**config.mk**
```make
export PLATFORM = sky130hd
export DESIGN_NAME = altcr_top
export DESIGN_NICKNAME = d
export VERILOG_FILES = /design/src/hw/altcr_pkg.sv /design/src/hw/altcr_top.sv /design/src/hw/altcr_limit_pair.sv
export SDC_FILE = /design/constraint.sdc
export NUM_CORES = 1
export LEC_CHECK = 0
export ABC_CLOCK_PERIOD_IN_PS = 3600
export BUFFER_PORTS_ARGS = -buffer_cell sky130_fd_sc_hd__buf_4
export CAP_MARGIN = 5
export CORE_UTILIZATION = 25
export CTS_CLUSTER_DIAMETER = 200
export DETAILED_ROUTE_END_ITERATION = 12
export PLACE_DENSITY = 0.4
export SYNTH_ARGS = -nofsm -noshare
export SYNTH_HDL_FRONTEND = slang
export SYNTH_SLANG_ARGS = --single-unit
```
**constraint.sdc**
```tcl
create_clock -name clock -period 3.6 [get_ports clock]
set_clock_uncertainty 0.2 [all_clocks]
set_input_delay 0.72 -clock clock [delete_from_list [all_inputs] [get_ports clock]]
set_output_delay 0.72 -clock clock [all_outputs]
set_load 0.05 [all_outputs]
```
**src/hw/altcr_pkg.sv**
```systemverilog
// Purpose: constants for the low alarm limit bank and command echo
// Assumes: 7-bit register addresses, 16-bit serial words
// Notes: one channel block spans five addresses
package altcr_pkg;
  // ****************************************************************
  // register map
  // ****************************************************************
  localparam logic [6:0] UPPER_BASE = 7'h18;
  localparam logic [6:0] LOWER_BASE = 7'h19;
  localparam logic [6:0] CH_STRIDE = 7'h05;
  localparam logic [6:0] ECHO_ADDR = 7'h3f;
  localparam logic [7:0] LIMIT_RESET = 8'h00;
  localparam logic [7:0] ECHO_RESET = 8'h00;
  localparam logic [7:0] PAD_BYTE = 8'h00;
  // ****************************************************************
  // word layout and frame timing
  // ****************************************************************
  localparam int ADDR_MSB = 15;
  localparam int ADDR_LSB = 9;
  localparam int WRITE_BIT = 8;
  localparam logic [5:0] LAST_RX_EDGE = 6'h0f;
  localparam logic [5:0] FIRST_TX_EDGE = 6'h0f;
  localparam logic [5:0] PAD_TX_EDGE = 6'h17;
  localparam logic [5:0] EDGE_SAT = 6'h3f;
  localparam int NUM_CH = 8;
endpackage

```
**src/hw/altcr_top.sv**
```systemverilog
// Purpose: serial port with low alarm limit bank and command echo
// Assumes: cs_n, sclk, sdi asynchronous; sclk far slower than clock
// Notes: word is addr[15:9], write[8], data[7:0], MSB first
//
// Overview of operation
// - channel 0 upper low-limit byte at 0x18, read/write, resets to zero
// - channel 0 lower low-limit byte at 0x19, read/write, resets to zero
// - limit byte pair repeated for each channel, CH_COUNT of them, eight by default
// - effective low limit is upper byte over lower byte
// - echo command returns the upper command byte executed in the previous frame
// - echo leaves on sdo from the 16th falling edge, MSB first
// - echo carries data in first eight bits, then eight zeros
// - echo register is read-only, holds previous upper command byte
`timescale 1ns/1ps
module altcr_top #(
  parameter int CH_COUNT = altcr_pkg::NUM_CH
) (
  // clocking
  input wire logic clock,
  input wire logic reset,
  input wire logic ce,
  // serial port pins
  input wire logic cs_n,
  input wire logic sclk,
  input wire logic sdi,
  output logic sdo,
  // limits to the alarm comparator
  output logic [16*CH_COUNT-1:0] low_alarm_limit
);
  logic [2:0] cs_n_sync_reg;
  logic [2:0] sclk_sync_reg;
  logic [1:0] sdi_sync_reg;
  logic [5:0] rcnt_reg;
  logic [5:0] fcnt_reg;
  logic [15:0] rx_reg;
  logic [15:0] tx_reg;
  logic sdo_reg;
  logic [7:0] cmd_reg;
  logic cmd_valid_reg;
  logic [7:0] echo_reg;
  logic [CH_COUNT-1:0] ch_hit;
  logic [7:0] ch_rdata [CH_COUNT];
  logic [7:0] thr_rdata;
  logic [15:0] word_next;

  // ****************************************************************
  // pin synchronisers and edge detect
  // ****************************************************************
  always_ff @(posedge clock)
  begin
    if (reset)
    begin
      cs_n_sync_reg <= 3'h7;
      sclk_sync_reg <= 3'h0;
      sdi_sync_reg <= 2'h0;
    end
    else if (ce)
    begin
      cs_n_sync_reg <= {cs_n_sync_reg[1:0], cs_n};
      sclk_sync_reg <= {sclk_sync_reg[1:0], sclk};
      sdi_sync_reg <= {sdi_sync_reg[0], sdi};
    end
  end

  wire active = ce & ~cs_n_sync_reg[1];
  wire frame_start = ce & ~cs_n_sync_reg[1] & cs_n_sync_reg[2];
  wire frame_end = ce & cs_n_sync_reg[1] & ~cs_n_sync_reg[2];
  wire sclk_rise = active & sclk_sync_reg[1] & ~sclk_sync_reg[2];
  wire sclk_fall = active & ~sclk_sync_reg[1] & sclk_sync_reg[2];
  wire word_done = sclk_rise && rcnt_reg == altcr_pkg::LAST_RX_EDGE;
  wire tx_edge = sclk_fall && fcnt_reg >= altcr_pkg::FIRST_TX_EDGE;

  // ****************************************************************
  // word decode
  // ****************************************************************
  assign word_next = {rx_reg[14:0], sdi_sync_reg[1]};
  wire [6:0] w_addr = word_next[altcr_pkg::ADDR_MSB:altcr_pkg::ADDR_LSB];
  wire w_write = word_next[altcr_pkg::WRITE_BIT];
  wire [7:0] w_data = word_next[7:0];
  wire is_echo = !w_write && w_addr == altcr_pkg::ECHO_ADDR;
  wire thr_write = word_done & w_write;
  wire [7:0] resp = is_echo ? echo_reg : thr_rdata;

  // ****************************************************************
  // channel limit bank
  // ****************************************************************
  genvar gi;
  generate
    for (gi = 0; gi < CH_COUNT; gi++)
    begin : g_ch
      altcr_limit_pair #(.CH_IDX(7'(gi))) u_pair (
        .clock(clock),
        .reset(reset),
        .ce(ce),
        .wr_en(thr_write),
        .addr(w_addr),
        .wdata(w_data),
        .hit(ch_hit[gi]),
        .rdata(ch_rdata[gi]),
        .limit(low_alarm_limit[16*gi +: 16])
      );
    end
  endgenerate

  always_comb
  begin
    thr_rdata = 8'h00;
    for (int i = 0; i < CH_COUNT; i++)
      thr_rdata = thr_rdata | ch_rdata[i];
  end

  // ****************************************************************
  // frame counters and receive
  // ****************************************************************
  always_ff @(posedge clock)
  begin
    if (reset || frame_start)
    begin
      rcnt_reg <= 6'h00;
      fcnt_reg <= 6'h00;
      rx_reg <= 16'h0000;
    end
    else
    begin
      if (sclk_rise && rcnt_reg != altcr_pkg::EDGE_SAT)
        rcnt_reg <= rcnt_reg + 6'h01;
      if (sclk_fall && fcnt_reg != altcr_pkg::EDGE_SAT)
        fcnt_reg <= fcnt_reg + 6'h01;
      if (sclk_rise && rcnt_reg <= altcr_pkg::LAST_RX_EDGE)
        rx_reg <= word_next;
    end
  end

  // ****************************************************************
  // command capture and echo
  // ****************************************************************
  always_ff @(posedge clock)
  begin
    if (reset)
    begin
      cmd_reg <= altcr_pkg::ECHO_RESET;
      cmd_valid_reg <= 1'b0;
      echo_reg <= altcr_pkg::ECHO_RESET;
    end
    else if (frame_start)
      cmd_valid_reg <= 1'b0;
    else if (word_done)
    begin
      cmd_reg <= word_next[15:8];
      cmd_valid_reg <= 1'b1;
    end
    else if (frame_end && cmd_valid_reg)
      echo_reg <= cmd_reg;
  end

  // ****************************************************************
  // transmit
  // ****************************************************************
  always_ff @(posedge clock)
  begin
    if (reset || frame_start)
    begin
      tx_reg <= 16'h0000;
      sdo_reg <= 1'b0;
    end
    else if (word_done)
      tx_reg <= {resp, altcr_pkg::PAD_BYTE};
    else if (tx_edge)
    begin
      sdo_reg <= tx_reg[15];
      tx_reg <= {tx_reg[14:0], 1'b0};
    end
    else if (frame_end)
      sdo_reg <= 1'b0;
  end

  assign sdo = sdo_reg;
endmodule

```
**src/hw/altcr_limit_pair.sv**
```systemverilog
// Purpose: one channel's upper and lower low alarm limit bytes
// Assumes: write strobe and address come from the frame decoder
// Notes: read data is combinational, gated by the address hit
`timescale 1ns/1ps
module altcr_limit_pair #(
  parameter logic [6:0] CH_IDX = 7'h00
) (
  // clocking
  input wire logic clock,
  input wire logic reset,
  input wire logic ce,
  // register access
  input wire logic wr_en,
  input wire logic [6:0] addr,
  input wire logic [7:0] wdata,
  output logic hit,
  output logic [7:0] rdata,
  // limit to the alarm comparator
  output logic [15:0] limit
);
  logic [7:0] upper_reg;
  logic [7:0] lower_reg;
  logic [6:0] my_upper;
  logic [6:0] my_lower;
  wire hit_upper;
  wire hit_lower;

  // ****************************************************************
  // decode
  // ****************************************************************
  assign my_upper = 7'(altcr_pkg::UPPER_BASE + altcr_pkg::CH_STRIDE * CH_IDX);
  assign my_lower = 7'(altcr_pkg::LOWER_BASE + altcr_pkg::CH_STRIDE * CH_IDX);
  assign hit_upper = addr == my_upper;
  assign hit_lower = addr == my_lower;
  assign hit = hit_upper | hit_lower;
  assign rdata = hit_upper ? upper_reg : (hit_lower ? lower_reg : 8'h00);
  assign limit = {upper_reg, lower_reg};

  // ****************************************************************
  // storage
  // ****************************************************************
  always_ff @(posedge clock)
  begin
    if (reset)
    begin
      upper_reg <= altcr_pkg::LIMIT_RESET;
      lower_reg <= altcr_pkg::LIMIT_RESET;
    end
    else if (ce && wr_en)
    begin
      if (hit_upper)
        upper_reg <= wdata;
      if (hit_lower)
        lower_reg <= wdata;
    end
  end
endmodule

```
==> summary.txt <==
Drt
  • Final WL: 34300 µm
  • Post-route ant nets: 0
  • Initial drt markers: around 670
  • Residual DRC count: 0
  • Initial DRT Pass Iterations: 5
  • DR vias/cell: a little under 5
  • DR WL/cell: 22.4 µm
  • Vias: roughly 7500

Clock network
  • Reg clk slew, reported paths: 80 ps
  • Worst-Skew Late Latency: 450 ps
  • Clock H-tree levels: 4
  • Cts repair resizes: 0
  • Longest Clk Path Bufs: 2
  • CTS hold repair buffers: 0
  • Total CTS buffers: 17
  • CTS tree: yes
  • Clock Sinks: around 190
  • Root buf cell: clkbuf_16
  • # Post-CTS Setup Buffers: 0

Power
  • Net switching share of the total power: 0.223
  • Clock network power share: 0.502
  • Pint: around 3.4 mW
  • Maximum VDD drop: approximately 0.23 mV
  • Comb pwr share: 0.015
  • Power Density: ~400 nW/µm²
  • P_sw: 968 µW
  • Sequential share of power: 0.482
  • Leak: around 4.3 nW

GRT
  • Largest net degree at the start of global routing: around 90
  • Most used routing layer: met2
  • Met2 Use GR: 0.299
  • Vias in the first global route: 7357
  • First-pass GRT wire length: roughly 51000 µm
  • GRT met3 Usage: 0.0430
  • GRT Util Overall: 0.195
  • Initial antenna violation count: 0
  • Met1 usage: 0.270
  • Overflow after GRT: 0

Floorplan
  • Chip Width: around 190 µm
  • # rows: between 60 and 70
  • Die Area: between 30000 and 40000 µm²
  • Die height: 187 µm
  • Number of I/O pins: 135
  • Core area: around 34000 µm²
  • Initial core utilization: 0.255

Cells and area
  • Ant diodes: 0
  • Synthesis-to-layout area growth: 26.4%
  • Non-filler cells in the finished layout: ~1500
  • Layout Nets: 1080
  • Multi-input logic area: 4480 µm²
  • FF+latch area: 3780 µm²
  • Share of post-route cells with drive strength above 1: 0.227
  • Fillcell total: 3544

Worst setup path
  • Critical path class: reg2reg
  • Cell Chain, Critical Path: buf_4 > nor2b_1 > nand2_1 > nor3_4 > buf_4 > mux2i_1 > nor2_1
  • Worst reg-to-reg path cell count: 7
  • Worst reg2reg setup slack: 550 ps
  • Worst Setup SP: rx_reg[9]$_SDFFE_PP0P_
  • CP startpoint kind: flop
  • Worst R2R Start: rx_reg[9]$_SDFFE_PP0P_
  • Worst EP arrival: 3130 ps
  • CP max-delay cell: dfxtp_1
  • CP Capture Type: flop
  • Crit path top cell by count: buf_4
  • Worst Path Required: 3690 ps
  • CP max FO: 13
  • Worst setup path endpoint: g_ch[5].u_pair.lower_reg[3]$_SDFFE_PP0P_
  • R2r endpoint: g_ch[5].u_pair.lower_reg[3]$_SDFFE_PP0P_
  • Crit-path max cell delay: ~720 ps

Logic synthesis
  • Synth Flop Type: dfxtp_1
  • Flops & latches, synth: ~190
  • Register area share after synthesis: 0.441
  • Post-Synthesis Cells: around 950
  • Synthesized cell area: roughly 8600 µm²
  • Dominant cell type by area after synthesis: dfxtp_1
  • Most instantiated cells after synthesis: 189 x dfxtp_1, 150 x nor2_1, 131 x mux2i_1, 102 x nand2_1, 51 x clkbuf_1
  • Yosys warnings: 0
  • Number of synthesized flops with an enable pin: 0
  • Synthesized area per cell: just over 9 µm²
  • Count leader, synth: dfxtp_1
  • Top post-synthesis cells by area: dfxtp_1 44%, mux2i_1 15%, nor2_1 6.6%, nand2_1 4.5%, a21oi_1 2.9%
  • Cell variety after synth: a little over 70
  • Syn_nets: 957
  • Yosys top cell area share: 0.441
  • Asr flop ratio synth: 0

Timing
  • Count of final hold-check violations: 0
  • Crit share post-route: 0.846
  • Fmax achieved: approximately 330 MHz
  • Final Slew Violations: 0
  • Tmin final: 3050 ps
  • Worst-margin pin slew: about 1200 ps
  • Max_slew headroom: 0.206
  • Post-route setup TNS: 0 ps
  • Final setup fails: 0
  • Unrepaired setup endpoints after global routing: false

Placement
  • Hpwl dp: approximately 25000 µm
  • Placed Cells: 1501
  • Placer Congestion: a little under 0.9
  • Port Buf Inserts: 134

Outcome
  • Status: completed

Hold path
  • Min-delay worst type: reg2reg

Flow run
  • Max-Cap Viols: 0
-- placed cells by master (no fill, tap or decap), types with 6 or more instances in the layout --
cell,instances
dfxtp_1,189
buf_4,179
mux2_2,11
nor3_4,9
nor3_1,6
nor2b_1,15
o221ai_1,9
a21oi_1,50
a31oi_1,10
a22o_1,9
nand2_1,102
clkbuf_16,17
mux2i_1,131
xor2_1,7
o21ai_0,17
nand3_1,34
nor2_1,150
a22oi_1,28
-- metrics by stage --
| stage | util | hold slack (ps) | cell area (µm²) | power (mW) | setup slack [ps] |
|---|---|---|---|---|---|
| after CTS | 0.322 | 260 | 10900 | 4.40 | 638 |
| after detailed placement | 0.302 | 249 | 10200 | 2.21 | 512 |
| after floorplan | - | 228 | 8590 | 2.19 | 1260 |
| final | 0.322 | 258 | 10900 | 4.35 | 555 |
| after global placement | 0.302 | 244 | 10200 | 2.21 | 520 |
| after global routing | 0.322 | 273 | 10900 | 4.48 | 493 |
-- routing by layer --
| metal | up-vias | wire length, µm | share of wire |
|---|---|---|---|
| li1 | 3601 | - | - |
| met1 | 3682 | 16500 | 0.48 |
| met2 | 217 | 15300 | 0.45 |
| met3 | 41 | 1740 | 0.051 |
| met4 | 0 | 784 | 0.023 |
| met5 | - | 0 | 0 |
-- power groups by stage --
stage	Clock (mW)	Combinational [mW]	Sequential, mW
3_3_place_gp	0	0.0680	2.15
5_1_grt	2.32	0.0716	2.10
6_report	2.18	0.0664	2.10
4_1_cts	2.23	0.0674	2.10
2_1_floorplan	0	0.0438	2.14
3_5_place_dp	0	0.0673	2.15
-- final cells by class --
cell class	count	area share
tap	448	0.0517
clock buffer	18	0.0405
sequential	189	0.349
clock inverter	14	0.0211
multi-input combinational	681	0.413
timing repair buffer	179	0.124
inverter	4	0.00138
-- how the worst min path moves through the flow --
stage,startpoint,to,slack (ps),cells after the start
2_1_floorplan,tx_reg[15]$_SDFFE_PP0P_,sdo$_SDFFE_PP0P_,230,2
3_3_place_gp,cmd_reg[2]$_SDFFE_PP0P_,cmd_reg[2]$_SDFFE_PP0P_,240,2
3_5_place_dp,cmd_reg[2]$_SDFFE_PP0P_,cmd_reg[2]$_SDFFE_PP0P_,250,2
4_1_cts,cmd_reg[2]$_SDFFE_PP0P_,cmd_reg[2]$_SDFFE_PP0P_,260,2
5_1_grt,cs_n,cs_n_sync_reg[0]$_SDFFE_PP1P_,270,2
6_report,cmd_reg[5]$_SDFFE_PP0P_,cmd_reg[5]$_SDFFE_PP0P_,260,2
-- cell families after synthesis --
logic type | share of synthesized area
DFF | 0.441
adders and majority gates | 0.00291
xor gates and xnor gates | 0.00918
muxes | 0.167
and+or+nand+nor | 0.211
AOI/OAI and AO/OA | 0.131
buffers and inverters | 0.0385
-- worst max-delay path, delay by kind of cell, from the launching register on --
family                 cells  cell delay (ps)
AND/OR/NAND/NOR            4             1250
flip-flops                 1              720
buffers and inverters      2              520
multiplexers               1              190
Note: power is estimated with default switching activity, not from simulation.
